### src/verilog/pio_pkg.sv
// How it works
// RL1: Two select lines pick data A, B, C or control
// RL2: Strobes count only while chip select is low; acknowledge reads and the joint-strobe reset count without it
// RL3: Data bus driven only during our reads
// RL4: High chain input means no higher-priority activity
// RL5: Chain output high only when idle here and above us
// RL6: Interrupt line pulled low while request pending
// RL7: Host holds acknowledge stable, synchronous to clock
// RL8: Acknowledge read drives vector only if we win
// RL9: Read and write low together resets the part
// RL10: One peripheral clock runs all control logic
// RL11: Direction bit one is input, zero output
// RL12: Polarity bit one inverts pin-to-register path
// RL13: Third port bit-addressable, no pattern logic
// RL14: Unclaimed third-port lines are plain bit lines
// RL15: Ports A and B can link as sixteen bits
// RL16: Each status register holds pending, service, enable
// RL17: Unused capability registers have no effect
// RL18: Third-port upper write bits protect lower bits
// RL19: A/B read driven outputs; third port reads pins
// RL20: Writes to inputs ignored except catcher clear
// RL21: Strobes and reset condition sampled on clock
package pio_pkg;
    // Port widths
    localparam int PORT_AB_W = 8;
    localparam int PORT_C_W = 4;
    localparam int LINE_N = 2 * PORT_AB_W + PORT_C_W;
    // Register select codes
    localparam logic [1:0] SEL_DATA_C = 2'h0;
    localparam logic [1:0] SEL_DATA_B = 2'h1;
    localparam logic [1:0] SEL_DATA_A = 2'h2;
    localparam logic [1:0] SEL_CTL = 2'h3;
    // Control pointers: global registers
    localparam logic [7:0] PTR_MASTER = 8'h00;
    localparam logic [7:0] PTR_VECTOR = 8'h01;
    // Control pointers: bits 7:3 name the port, bits 2:0 the register in it
    localparam logic [4:0] PTR_PORT_A = 5'h02;
    localparam logic [4:0] PTR_PORT_B = 5'h03;
    localparam logic [4:0] PTR_PORT_C = 5'h04;
    localparam logic [2:0] OFS_POL = 3'h0;
    localparam logic [2:0] OFS_DIR = 3'h1;
    localparam logic [2:0] OFS_SPC = 3'h2;
    localparam logic [2:0] OFS_CS = 3'h3;
    // Master control fields
    localparam int MC_MIE_BIT = 0;
    localparam int MC_LINK_BIT = 1;
    // Command and status fields
    localparam int CS_IUS_BIT = 7;
    localparam int CS_IE_BIT = 6;
    localparam int CS_IP_BIT = 5;
    localparam int CS_CMD_LSB = 5;
    localparam logic [2:0] CMD_NONE = 3'h0;
    localparam logic [2:0] CMD_CLR_IP_IUS = 3'h1;
    localparam logic [2:0] CMD_SET_IUS = 3'h2;
    localparam logic [2:0] CMD_CLR_IUS = 3'h3;
    localparam logic [2:0] CMD_SET_IP = 3'h4;
    localparam logic [2:0] CMD_CLR_IP = 3'h5;
    localparam logic [2:0] CMD_SET_IE = 3'h6;
    localparam logic [2:0] CMD_CLR_IE = 3'h7;
    // Reset values
    localparam logic [7:0] RST_MASTER = 8'h00;
    localparam logic [7:0] RST_VECTOR = 8'h00;
    localparam logic [7:0] RST_POL = 8'h00;
    localparam logic [7:0] RST_DIR = 8'hFF;
    localparam logic [7:0] RST_SPC = 8'h00;
    // Control access sequence
    typedef enum logic {CTL_PTR, CTL_DATA} pio_ctl_type;
endpackage

### src/verilog/pio_line_cell.sv
`timescale 1ns/1ps
`default_nettype none
module pio_line_cell (
    // Clock and clear
    input wire logic clk,
    input wire logic clear,
    // Per-line configuration
    input wire logic dir,
    input wire logic pol,
    input wire logic spc,
    input wire logic pin_read,
    // Host write
    input wire logic wr_en,
    input wire logic wr_bit,
    // Pin
    input wire logic pin_in,
    output logic pin_out,
    output logic pin_oe_n,
    // Read and event
    output logic rd_bit,
    output logic catch_set
);
    logic out_r;
    logic catch_r;
    logic in_val;
    logic catch_on;

    // Register-side view of the pin
    assign in_val = pin_in ^ pol; // RL12
    // Catcher only meaningful on inputs; on outputs the same bit means open drain
    assign catch_on = dir & spc; // RL17
    assign catch_set = catch_on & in_val & ~catch_r;

    // Output latch ignores writes while the line is an input
    always_ff @(posedge clk)
    begin
        if (clear)
            out_r <= 1'b0;
        else if (wr_en && !dir) // RL11 RL20
            out_r <= wr_bit;
    end

    // Ones catcher: a new one wins over a clearing write of zero
    always_ff @(posedge clk)
    begin
        if (clear || !catch_on)
            catch_r <= 1'b0;
        else if (in_val)
            catch_r <= 1'b1;
        else if (wr_en && !wr_bit) // RL20
            catch_r <= 1'b0;
    end

    // Read value
    always_comb
    begin
        if (dir)
            rd_bit = catch_on ? catch_r : in_val;
        else
            rd_bit = pin_read ? in_val : out_r; // RL19
    end

    // Pin drive, open drain when selected on an output
    always_comb
    begin
        if (spc)
        begin
            pin_out = 1'b0;
            pin_oe_n = dir | (out_r ^ pol); // RL11 RL12
        end
        else
        begin
            pin_out = out_r ^ pol;
            pin_oe_n = dir;
        end
    end
endmodule // pio_line_cell
`default_nettype wire

### src/verilog/pio_host_if.sv
`timescale 1ns/1ps
`default_nettype none
module pio_host_if
    import pio_pkg::*;
(
    // Clock and reset
    input wire logic clk,
    input wire logic rstn,
    // Host bus
    input wire logic cs_n,
    input wire logic rd_n,
    input wire logic wr_n,
    input wire logic [1:0] register_select,
    input wire logic [7:0] host_data_in,
    output logic [7:0] host_data_out,
    output logic host_data_oe_n,
    // Interrupt chain
    input wire logic chain_enable_in,
    input wire logic vector_ack_in_n,
    output logic chain_enable_out,
    input wire logic int_req_n_in,
    output logic int_req_n_out,
    output logic int_req_n_oe_n,
    // Port A lines
    input wire logic [PORT_AB_W-1:0] port_a_lines_in,
    output logic [PORT_AB_W-1:0] port_a_lines_out,
    output logic [PORT_AB_W-1:0] port_a_lines_oe_n,
    // Port B lines
    input wire logic [PORT_AB_W-1:0] port_b_lines_in,
    output logic [PORT_AB_W-1:0] port_b_lines_out,
    output logic [PORT_AB_W-1:0] port_b_lines_oe_n,
    // Port C lines
    input wire logic [PORT_C_W-1:0] port_c_lines_in,
    output logic [PORT_C_W-1:0] port_c_lines_out,
    output logic [PORT_C_W-1:0] port_c_lines_oe_n
);
    // Internal reset and strobe decode
    logic strobe_rst;
    logic clear;
    logic rd_act;
    logic wr_act;
    logic ack_rd;
    logic rd_prev_r;
    logic wr_prev_r;
    logic ack_prev_r;
    logic rd_take;
    logic wr_take;
    logic ack_take;
    // Control path
    pio_ctl_type ctl_state_r;
    logic [7:0] ptr_r;
    logic ctl_wr;
    logic [4:0] ptr_port;
    logic [2:0] ptr_ofs;
    // Configuration
    logic [7:0] master_r;
    logic [7:0] vector_r;
    logic [7:0] line_inversion_select [3];
    logic [7:0] line_direction_select [3];
    logic [7:0] special_r [3];
    // Interrupt flags for ports A and B
    logic [1:0] ip_r;
    logic [1:0] ius_r;
    logic [1:0] ie_r;
    logic [1:0] ip_set;
    logic [1:0] req;
    logic requesting;
    logic any_ius;
    logic ack_win;
    logic ack_src;
    logic ack_drive_r;
    // Link shadows
    logic linked;
    logic [7:0] link_b_wr_r;
    logic [7:0] link_a_rd_r;
    // Line arrays, A in bits 7:0, B in 15:8, C in 19:16
    logic [LINE_N-1:0] dir_all;
    logic [LINE_N-1:0] pol_all;
    logic [LINE_N-1:0] spc_all;
    logic [LINE_N-1:0] pin_in_all;
    logic [LINE_N-1:0] pin_out_all;
    logic [LINE_N-1:0] pin_oe_n_all;
    logic [LINE_N-1:0] wr_en_all;
    logic [LINE_N-1:0] wr_bit_all;
    logic [LINE_N-1:0] rd_all;
    logic [LINE_N-1:0] catch_all;
    logic wr_a;
    logic wr_b;
    logic wr_c;
    logic [7:0] rd_mux;

    // Both strobes low is a reset, caught on the clock like every other strobe
    assign strobe_rst = ~rd_n & ~wr_n; // RL9 RL21
    assign clear = ~rstn | strobe_rst; // RL9
    assign rd_act = ~cs_n & ~rd_n & wr_n & vector_ack_in_n; // RL2
    assign wr_act = ~cs_n & ~wr_n & rd_n & vector_ack_in_n; // RL2
    // Acknowledge reads need no chip select; host keeps the acknowledge steady
    assign ack_rd = ~vector_ack_in_n & ~rd_n & wr_n; // RL8
    assign rd_take = rd_act & ~rd_prev_r;
    assign wr_take = wr_act & ~wr_prev_r;
    assign ack_take = ack_rd & ~ack_prev_r;

    // Strobe history for edge detection
    always_ff @(posedge clk)
    begin
        if (clear)
        begin
            rd_prev_r <= 1'b0;
            wr_prev_r <= 1'b0;
            ack_prev_r <= 1'b0;
        end
        else
        begin
            rd_prev_r <= rd_act; // RL21 RL10
            wr_prev_r <= wr_act; // RL21
            ack_prev_r <= ack_rd; // RL21
        end
    end

    // Control path: a write loads the pointer, the next access uses it
    assign ptr_port = ptr_r[7:3];
    assign ptr_ofs = ptr_r[2:0];
    assign ctl_wr = wr_take && register_select == SEL_CTL && ctl_state_r == CTL_DATA; // RL1

    always_ff @(posedge clk)
    begin
        if (clear)
        begin
            ctl_state_r <= CTL_PTR;
            ptr_r <= PTR_MASTER;
        end
        else if (register_select == SEL_CTL && (wr_take || rd_take))
        begin
            case (ctl_state_r)
                CTL_PTR:
                begin
                    if (wr_take)
                    begin
                        ptr_r <= host_data_in;
                        ctl_state_r <= CTL_DATA;
                    end
                end
                CTL_DATA:
                    ctl_state_r <= CTL_PTR;
                default:
                    ctl_state_r <= CTL_PTR;
            endcase
        end
    end

    // Global registers
    always_ff @(posedge clk)
    begin
        if (clear)
        begin
            master_r <= RST_MASTER;
            vector_r <= RST_VECTOR;
        end
        else if (ctl_wr && ptr_r == PTR_MASTER)
            master_r <= host_data_in;
        else if (ctl_wr && ptr_r == PTR_VECTOR)
            vector_r <= host_data_in;
    end
    assign linked = master_r[MC_LINK_BIT];

    // Per-port path registers
    always_ff @(posedge clk)
    begin
        for (int p = 0; p < 3; p++)
        begin
            if (clear)
            begin
                line_inversion_select[p] <= RST_POL;
                line_direction_select[p] <= RST_DIR;
                special_r[p] <= RST_SPC;
            end
            else if (ctl_wr && ptr_port == PTR_PORT_A + 5'(p))
            begin
                if (ptr_ofs == OFS_POL)
                    line_inversion_select[p] <= host_data_in; // RL12
                if (ptr_ofs == OFS_DIR)
                    line_direction_select[p] <= host_data_in; // RL11
                if (ptr_ofs == OFS_SPC)
                    special_r[p] <= host_data_in;
            end
        end
    end

    // Pending, in-service and enable flags; hardware set wins over a clear
    always_ff @(posedge clk)
    begin
        for (int k = 0; k < 2; k++)
        begin
            if (clear)
            begin
                ip_r[k] <= 1'b0;
                ius_r[k] <= 1'b0;
                ie_r[k] <= 1'b0;
            end
            else
            begin
                ip_r[k] <= ip_r[k] | ip_set[k];
                if (ack_take && ack_win && ack_src == 1'(k)) // RL8
                    ius_r[k] <= 1'b1;
                if (ctl_wr && ptr_port == PTR_PORT_A + 5'(k) && ptr_ofs == OFS_CS) // RL16
                begin
                    case (host_data_in[CS_CMD_LSB +: 3])
                        CMD_CLR_IP_IUS:
                        begin
                            ip_r[k] <= ip_set[k];
                            ius_r[k] <= ack_take && ack_win && ack_src == 1'(k);
                        end
                        CMD_SET_IUS:
                            ius_r[k] <= 1'b1;
                        CMD_CLR_IUS:
                            ius_r[k] <= ack_take && ack_win && ack_src == 1'(k);
                        CMD_SET_IP:
                            ip_r[k] <= 1'b1;
                        CMD_CLR_IP:
                            ip_r[k] <= ip_set[k];
                        CMD_SET_IE:
                            ie_r[k] <= 1'b1;
                        CMD_CLR_IE:
                            ie_r[k] <= 1'b0;
                        default:
                            ie_r[k] <= ie_r[k];
                    endcase
                end
            end
        end
    end

    // A newly caught one on port A or B raises that port's pending flag
    assign ip_set[0] = |catch_all[PORT_AB_W-1:0];
    assign ip_set[1] = |catch_all[2*PORT_AB_W-1:PORT_AB_W];

    // Interrupt request and chain; port A outranks port B
    assign req = ip_r & ie_r & ~ius_r;
    assign any_ius = |ius_r;
    assign requesting = master_r[MC_MIE_BIT] & (|req) & ~any_ius;
    assign ack_src = ~req[0];
    assign ack_win = chain_enable_in & requesting; // RL4 RL8
    assign chain_enable_out = chain_enable_in & ~any_ius
        & ~(~vector_ack_in_n & requesting); // RL5
    assign int_req_n_out = 1'b0;
    // Pulled low only while a request stands; the line is shared with others
    assign int_req_n_oe_n = ~requesting; // RL6

    // Link: B write is held and lands with A; B read freezes A for the next read
    always_ff @(posedge clk)
    begin
        if (clear)
        begin
            link_b_wr_r <= 8'h00;
            link_a_rd_r <= 8'h00;
        end
        else
        begin
            if (wr_take && register_select == SEL_DATA_B) // RL15
                link_b_wr_r <= host_data_in;
            if (rd_take && register_select == SEL_DATA_B) // RL15
                link_a_rd_r <= rd_all[PORT_AB_W-1:0];
        end
    end

    // Data register writes
    assign wr_a = wr_take && register_select == SEL_DATA_A; // RL1
    assign wr_b = wr_take && register_select == SEL_DATA_B && !linked; // RL15
    assign wr_c = wr_take && register_select == SEL_DATA_C; // RL13

    // Flatten configuration and write enables per line
    always_comb
    begin
        dir_all = {line_direction_select[2][PORT_C_W-1:0], line_direction_select[1],
            line_direction_select[0]};
        pol_all = {line_inversion_select[2][PORT_C_W-1:0], line_inversion_select[1],
            line_inversion_select[0]};
        spc_all = {special_r[2][PORT_C_W-1:0], special_r[1], special_r[0]};
        pin_in_all = {port_c_lines_in, port_b_lines_in, port_a_lines_in};
        // Upper nibble of a third-port write masks the lower nibble
        wr_en_all = {{PORT_C_W{wr_c}} & ~host_data_in[7:4], {PORT_AB_W{wr_b | (wr_a & linked)}},
            {PORT_AB_W{wr_a}}}; // RL18 RL13
        wr_bit_all = {host_data_in[PORT_C_W-1:0], linked ? link_b_wr_r : host_data_in,
            host_data_in};
    end

    // One cell per line; third-port lines are all plain bit lines here
    genvar gi;
    generate
        for (gi = 0; gi < LINE_N; gi++)
        begin : g_line
            pio_line_cell u_cell (
                .clk(clk),
                .clear(clear),
                .dir(dir_all[gi]),
                .pol(pol_all[gi]),
                .spc(spc_all[gi]),
                .pin_read(gi >= 2 * PORT_AB_W), // RL19 RL14
                .wr_en(wr_en_all[gi]),
                .wr_bit(wr_bit_all[gi]),
                .pin_in(pin_in_all[gi]),
                .pin_out(pin_out_all[gi]),
                .pin_oe_n(pin_oe_n_all[gi]),
                .rd_bit(rd_all[gi]),
                .catch_set(catch_all[gi])
            );
        end
    endgenerate

    // Pins
    assign port_a_lines_out = pin_out_all[PORT_AB_W-1:0];
    assign port_a_lines_oe_n = pin_oe_n_all[PORT_AB_W-1:0];
    assign port_b_lines_out = pin_out_all[2*PORT_AB_W-1:PORT_AB_W];
    assign port_b_lines_oe_n = pin_oe_n_all[2*PORT_AB_W-1:PORT_AB_W];
    assign port_c_lines_out = pin_out_all[LINE_N-1:2*PORT_AB_W];
    assign port_c_lines_oe_n = pin_oe_n_all[LINE_N-1:2*PORT_AB_W];

    // Read selection; unmapped pointers read as zero
    always_comb
    begin
        rd_mux = 8'h00;
        case (register_select)
            SEL_DATA_A:
                rd_mux = linked ? link_a_rd_r : rd_all[PORT_AB_W-1:0]; // RL15
            SEL_DATA_B:
                rd_mux = rd_all[2*PORT_AB_W-1:PORT_AB_W];
            SEL_DATA_C:
                rd_mux = {4'h0, rd_all[LINE_N-1:2*PORT_AB_W]}; // RL19
            default:
            begin
                if (ptr_r == PTR_MASTER)
                    rd_mux = master_r;
                else if (ptr_r == PTR_VECTOR)
                    rd_mux = vector_r;
                else
                begin
                    for (int p = 0; p < 3; p++)
                    begin
                        if (ptr_port == PTR_PORT_A + 5'(p))
                        begin
                            if (ptr_ofs == OFS_POL)
                                rd_mux = line_inversion_select[p];
                            if (ptr_ofs == OFS_DIR)
                                rd_mux = line_direction_select[p];
                            if (ptr_ofs == OFS_SPC)
                                rd_mux = special_r[p];
                            if (ptr_ofs == OFS_CS && p < 2)
                            begin
                                rd_mux[CS_IUS_BIT] = ius_r[p];
                                rd_mux[CS_IE_BIT] = ie_r[p];
                                rd_mux[CS_IP_BIT] = ip_r[p];
                            end
                        end
                    end
                end
            end
        endcase
    end

    // Read data latched at the start of a read or a won acknowledge
    always_ff @(posedge clk)
    begin
        if (clear)
            host_data_out <= 8'h00;
        else if (rd_take) // RL1
            host_data_out <= rd_mux;
        else if (ack_take && ack_win) // RL8
            host_data_out <= {vector_r[7:1], ack_src};
    end

    // Bus drive only during our own reads
    always_ff @(posedge clk)
    begin
        if (clear)
        begin
            ack_drive_r <= 1'b0;
            host_data_oe_n <= 1'b1;
        end
        else
        begin
            if (!ack_rd)
                ack_drive_r <= 1'b0;
            else if (ack_take)
                ack_drive_r <= ack_win;
            host_data_oe_n <= ~(rd_act | (ack_rd & (ack_take ? ack_win : ack_drive_r))); // RL3
        end
    end
endmodule // pio_host_if
`default_nettype wire

### config.mk
export PLATFORM = sky130hd
export DESIGN_NAME = pio_host_if
export DESIGN_NICKNAME = d
export VERILOG_FILES = /design/src/verilog/pio_pkg.sv /design/src/verilog/pio_line_cell.sv /design/src/verilog/pio_host_if.sv
export SDC_FILE = /design/constraint.sdc
export NUM_CORES = 1
export LEC_CHECK = 0
export ABC_AREA = 0
export BUFFER_PORTS_ARGS = -buffer_cell sky130_fd_sc_hd__buf_2
export CAP_MARGIN = 15
export CORE_AREA = 2 2 144 146
export DETAILED_ROUTE_END_ITERATION = 10
export DIE_AREA = 0 0 146 148
export HOLD_SLACK_MARGIN = 0.06
export PLACE_DENSITY = 0.69
export SYNTH_ARGS = -nofsm -noshare
export SYNTH_HDL_FRONTEND = slang
export SYNTH_SLANG_ARGS = --single-unit
### constraint.sdc
create_clock -name clk -period 2.9 [get_ports clk]
set_input_delay 0.87 -clock clk [delete_from_list [all_inputs] [get_ports clk]]
set_output_delay 0.87 -clock clk [all_outputs]
set_load 0.01 [all_outputs]
* Yosys cells after proc, flatten, opt, wreduce, memory -nomap -nowiden
Memory sizes are Yosys's and may differ from the RTL's.
Index checks and enable logic that the tools add are counted.
** Storage, ports and cells
- Word-level logic and storage cells :: 632
- Bits in registers :: 100
- Memory bits (writable) :: 72
- Memories :: 3
** Memories
- line_direction_select :: depth 3, bits a word 8, rd ports 3, clocked after memory_dff 0, write ports 3, RTL line pio_host_if.sv:59 : logic [7:0] line_direction_select [3];
- line_inversion_select :: depth 3, bits a word 8, rd ports 3, clocked after memory_dff 0, write ports 3, RTL line pio_host_if.sv:58 : logic [7:0] line_inversion_select [3];
- special_r :: depth 3, bits a word 8, rd ports 3, clocked after memory_dff 0, write ports 3, RTL line pio_host_if.sv:60 : logic [7:0] special_r [3];
** Cells by class
- Eq/ne operators :: 17
- Reductions and logical operators :: 173
- Multiplexer cells :: 200
- Bitwise operators :: 183
** Operators with widths (number)
- two-way mux 8 bit :: 31
- two-way mux 1 bit :: 160
- bitwise AND 1 bit :: 72
- logical AND 1 bit :: 58
- zero test 1 bit :: 57
- nonzero test 2 bit :: 22
- bitwise XOR 1 bit :: 40
- bitwise OR 1 bit :: 34
- NOT 1 bit :: 32
- case mux 8 bit (3 select lines) :: 1
- logical OR 1 bit :: 21
- OR reduction 8 bit :: 2
- equality test 3 x 2 -> 1 bit (second input constant) :: 4
- equality test 3 bit (second input constant) :: 4
- case mux 1 bit (2 select lines) :: 6
- equality test 5 x 2 -> 1 bit (second input constant) :: 2
- OR reduction 2 bit :: 5
- equality test 8 x 1 -> 1 bit (second input constant) :: 1
- zero test 8 bit :: 1
- equality test 3 x 1 -> 1 bit (second input constant) :: 2
- two-way mux 3 bit :: 2
- AND reduction 2 bit :: 3
- equality test 5 x 3 -> 1 bit (second input constant) :: 1
- bitwise AND 2 bit :: 2
- 9 further kinds :: 10

* Logic depth before layout (Yosys ltp)
- Word-level depth :: 23
- Mapped depth :: 10

* Hierarchy
A second synthesis with hierarchy kept.
** Second synthesis, totals
- Cell total of the unflattened synthesis :: 1033
- Area total of the unflattened synthesis :: 9841.9 µm²
** By module, submodules not included
- pio_host_if :: area each 6638.9 µm², times used 1, seq. area each 3363.2 µm², cells each 653
- pio_line_cell :: area each 160.2 µm², times used 20, seq. area each 40.0 µm², cells each 19

* Worst setup path after synthesis
No wires, ideal clock.
- Path type :: in2reg
- From :: in register_select[1]
- To :: mem line_direction_select[1][0], enable pin
- Stages on the path :: 6
- Setup slack :: 0.026 ns
- Buffers on the path :: 2
- Data required time :: 2.516 ns
- Data arrival time :: 2.490 ns
- Cells stage by stage :: buf_2 -> nand2_1 -> nor3_1 -> nand4_1 -> clkbuf_1 -> o21ai_0
** RTL lines
- start, declared :: RTL line pio_host_if.sv:13 : input wire logic [1:0] register_select,
- end, declared :: RTL line pio_host_if.sv:59

* Worst setup path after layout
- From :: reg ie_r[0]
- To :: out chain_enable_out
** Between the ends
- Longest elaborated chain between the ends :: 8
** RTL lines
- start, declared :: RTL line pio_host_if.sv:64 : logic [1:0] ie_r;
- start signal, assigned by index :: RTL line pio_host_if.sv:226 : ie_r[k] <= ie_r[k];
- bitwise AND 2 bit (2 in a row) :: RTL line pio_host_if.sv:238 : assign req = ip_r & ie_r & ~ius_r;
- OR reduction 2 bit :: RTL line pio_host_if.sv:240 : assign requesting = master_r[MC_MIE_BIT] & (|req) & ~any_ius;
- bitwise AND 1 bit (2 in a row) :: RTL line pio_host_if.sv:240
- bitwise AND 1 bit :: RTL line pio_host_if.sv:244 : & ~(~vector_ack_in_n & requesting);
- NOT 1 bit :: RTL line pio_host_if.sv:244
- bitwise AND 1 bit :: RTL line pio_host_if.sv:244
- end, declared :: RTL line pio_host_if.sv:20 : output logic chain_enable_out,
No other way between the ends.

==> impl_metrics.prom <==
# TYPE chip_impl_metric gauge
chip_impl_info{name="result_of_the_run",value="complete, no violations"} 1
chip_impl_info{name="top_usage_layer",value="met2"} 1
chip_impl_metric{name="first_global_vias",unit=""} 7642
chip_impl_metric{name="worst_pin_slew",unit="ns"} 0.631
chip_impl_metric{name="global_route.overflow_total",unit=""} 0
chip_impl_metric{name="drive_gt1_share",unit="%"} 20.8
chip_impl_metric{name="flow.area_growth_from_synthesis",unit="%"} 13.3
chip_impl_info{name="rsz0062_at_grt",value="false"} 1
chip_impl_metric{name="first_pass_grt_wire_length",unit="um"} 44200
chip_impl_metric{name="max_vdd_drop",unit="uV"} 341
chip_impl_info{name="root_buffer",value="clkbuf_16"} 1
chip_impl_metric{name="clock.fmax",unit="GHz"} 0.373
chip_impl_metric{name="synth_nets",unit=""} 1074
chip_impl_metric{name="row_count",unit=""} 52
chip_impl_info{name="min-delay-path-class",value="flip-flop to flip-flop"} 1
chip_impl_metric{name="gr-usage-met2",unit="%"} 43.2
chip_impl_metric{name="antenna_violating_nets_post_route",unit=""} 0
chip_impl_metric{name="finish.instance_area",unit="mm2"} 0.0109
chip_impl_metric{name="antenna_cells",unit=""} 0
chip_impl_metric{name="clock_sink_count",unit=""} 172
chip_impl_metric{name="cp_data_required_time",unit="ns"} 2.03
chip_impl_metric{name="powerDensity",unit="mW/mm2"} 502
chip_impl_info{name="timing.critical_path.max_delay_family",value="compound AO/OA/AOI/OAI gates"} 1
chip_impl_metric{name="core_region_area",unit="mm2"} 0.0200
chip_impl_metric{name="die_h",unit="um"} 148
chip_impl_metric{name="cap_viol_max_count",unit=""} 0
chip_impl_metric{name="hpwl",unit="um"} 20800
chip_impl_metric{name="post_drt_via_cell_ratio",unit=""} 5.87
chip_impl_info{name="crit_path_max_delay_cell_type",value="a211oi_1"} 1
chip_impl_metric{name="synth_sequential_area_ratio",unit="%"} 43.3
chip_impl_info{name="critical_path_class",value="flip-flop to output port"} 1
chip_impl_metric{name="detail_route.first_pass.iterations",unit=""} 5
chip_impl_metric{name="skew",unit="ns"} 0.0116
chip_impl_metric{name="fp.dieW",unit="um"} 146
chip_impl_metric{name="crit_arrival",unit="ns"} 1.81
chip_impl_metric{name="postRouteWirelength",unit="um"} 28900
chip_impl_metric{name="drtIter0Drc",unit=""} 748
chip_impl_info{name="endpoint_kind",value="output port"} 1
chip_impl_metric{name="cpPeakStageDelay",unit="ns"} 0.47
chip_impl_metric{name="period_share",unit="%"} 92.5
chip_impl_metric{name="routedWlPerCell",unit="um"} 20.9
chip_impl_metric{name="groute.usage.overall",unit="%"} 26.8
chip_impl_metric{name="dpl-instance-area",unit="mm2"} 0.0103
chip_impl_metric{name="final_net_count",unit=""} 1138
chip_impl_metric{name="cts_buffers",unit=""} 17
chip_impl_metric{name="asyncSetResetFlopFracSynth",unit="%"} 0
chip_impl_info{name="cts_tree",value="done"} 1
chip_impl_metric{name="number_of_synthesized_flops_with_an_enable_pin",unit=""} 72
chip_impl_metric{name="synth.distinct_cells",unit=""} 78
chip_impl_metric{name="cts_post_setup_buffers_inserted",unit=""} 0
chip_impl_metric{name="floorplan.initialDensity",unit="%"} 48.0
chip_impl_info{name="postSynth.topFlopCell",value="dfxtp_1"} 1
chip_impl_metric{name="post_route_core_utilization",unit="%"} 54.4
chip_impl_metric{name="post_cts_resize_count",unit=""} 0
chip_impl_metric{name="slew_headroom",unit="%"} 57.7
chip_impl_metric{name="worst-path-buf-inv",unit=""} 1
chip_impl_metric{name="post-route-min-period",unit="ns"} 2.68
chip_impl_metric{name="ios",unit=""} 90
chip_impl_metric{name="design.die.area",unit="mm2"} 0.0216
chip_impl_metric{name="global_route.usage.met3",unit="%"} 6.20
chip_impl_metric{name="critPathMaxFanout",unit=""} 5
chip_impl_metric{name="timing_max_transition_violations_final",unit=""} 0
chip_impl_metric{name="hold_viol_final",unit=""} 0
chip_impl_metric{name="setup_violations",unit=""} 0
chip_impl_metric{name="cell_count_after_synthesis",unit=""} 1036
chip_impl_metric{name="clkSlewWorstSetupHoldPaths",unit="ns"} 0.07
chip_impl_info{name="final_common_cell",value="nor2_1"} 1
chip_impl_metric{name="post_synth.cell_area_avg",unit="um2"} 9.29
chip_impl_metric{name="cts_hold_repair.buffers",unit=""} 0
chip_impl_info{name="start_kind",value="flip-flop"} 1
chip_impl_info{name="timing.critical_path.cells",value="nand3b_1, a211oi_1, nor2_1, buf_2"} 1
chip_impl_metric{name="remaining_design_rule_violation_count",unit=""} 0
chip_impl_metric{name="grt_max_degree",unit=""} 40
chip_impl_metric{name="synth_warnings",unit=""} 0
chip_impl_metric{name="met1_routing_resource_usage_after_global_routing",unit="%"} 34.9
chip_impl_metric{name="yosys_register_bits",unit=""} 172
chip_impl_metric{name="cellLeakagePower",unit="nW"} 3.99
chip_impl_metric{name="routabilityCongestion",unit=""} 1.01
chip_impl_metric{name="mappedNetlistArea",unit="mm2"} 0.00962
chip_impl_info{name="mostFrequentLayoutCells",value="nor2_1, dfxtp_1, buf_2, nand2_1, mux2i_1"} 1
chip_impl_metric{name="port-buffer-count",unit=""} 87
chip_impl_metric{name="dr_total_vias",unit=""} 8112
chip_impl_metric{name="grt_antenna_before_repair",unit=""} 0
chip_impl_metric{name="fin_tns_setup",unit="ns"} 0
chip_impl_metric{name="power",unit="mW"} 5.48
chip_impl_metric{name="clkLatencyLatePin",unit="ns"} 0.43
chip_impl_metric{name="cts_htree_levels",unit=""} 4
chip_impl_metric{name="clock_path_buffers",unit=""} 2
==> cell type report <==
cell class                      count  area [um2]
Timing Repair Buffer              150         908
Inverter                           14        52.6
Multi-Input combinational cell    745        4830
Fill cell                        1834        9140
Clock buffer                       18         439
Sequential cell                   172        4170
Clock inverter                     14         169
Tap cell                          270         338
==> sequential cells by signal (all words and copies together) (netlist names) <==
name,cells
line_inversion_select,24
ack_drive_r,1
rd_prev_r,1
ctl_state_r,1
wr_prev_r,1
special_r,24
line_direction_select,24
g_line.u_cell.out_r,20
g_line.u_cell.catch_r,20
host_data_out,8
vector_r,8
link_a_rd_r,8
host_data_oe_n,1
ie_r,2
master_r,8
ptr_r,8
ip_r,2
ius_r,2
ack_prev_r,1
link_b_wr_r,8
==> worst reg2reg max path: stages, from the launching register on <==
cell	delay, ns
dfxtp_2	0.67
nor2b_1	0.53
a21oi_1	0.13
o21ai_0	0.40
a22oi_1	0.22
a221oi_1	0.31
o31a_1	0.17
==> per-layer routing <==
metal	up-vias	wire, um
li1	3780	-
met1	3894	12100
met2	361	13200
met3	77	2450
met4	0	1200
met5	-	0
==> through the flow <==
step,worst slack [ns],cells,hold slack [ns]
after floorplan,0.0260,1036,0.446
after global placement,0.0436,1351,0.453
after detailed placement,-0.0345,1351,0.465
after CTS,0.231,1383,0.474
after global routing,0.140,1383,0.496
final,0.219,1383,0.474
==> cells by family after synthesis <==
kind of cell	Yosys count	share of synthesized area [%]
buffers and inverters	119	6.68
XOR/XNOR	40	3.64
other	1	0.0390
flip-flops	172	43.3
multiplexers	90	9.86
AO/OA/AOI/OAI	233	16.3
AND/OR/NAND/NOR	381	20.2
==> power breakdown <==
part | switching, mW | internal [mW] | total (mW) | leakage [nW]
Clock | 1.00 | 1.38 | 2.38 | 0.293
Combinational | 0.308 | 0.169 | 0.477 | 2.20
Sequential | 0.0529 | 2.57 | 2.62 | 1.49
Total | 1.36 | 4.12 | 5.48 | 3.99
==> worst paths after layout <==
kind / start / end / slack (ns) / cells after the start
setup / recovery: ie_r[0] / chain_enable_out / 0.22 / 4
setup reg to reg: ptr_r[1] / host_data_out[2] / 0.41 / 6
hold / removal: g_line[18].u_cell.catch_r / g_line[18].u_cell.catch_r / 0.47 / 2
hold reg to reg: g_line[18].u_cell.catch_r / g_line[18].u_cell.catch_r / 0.47 / 2
==> Yosys cell counts (all sizes together) (19+ instances only) <==
cell      n  area (um2)
nor2    105         404
and2     51         319
nor2b    25         156
nand2    79         297
nor3     36         191
xor2     20         175
buf      62         428
mux2i    73         731
or2      19         119
a21oi    33         165
edfxtp   72        2160
xnor2    20         175
dfxtp   100        2000
clkbuf   43         163
o21ai    73         365
a21o     20         150
a211oi   31         233
Power figures use the tool's default switching activity.
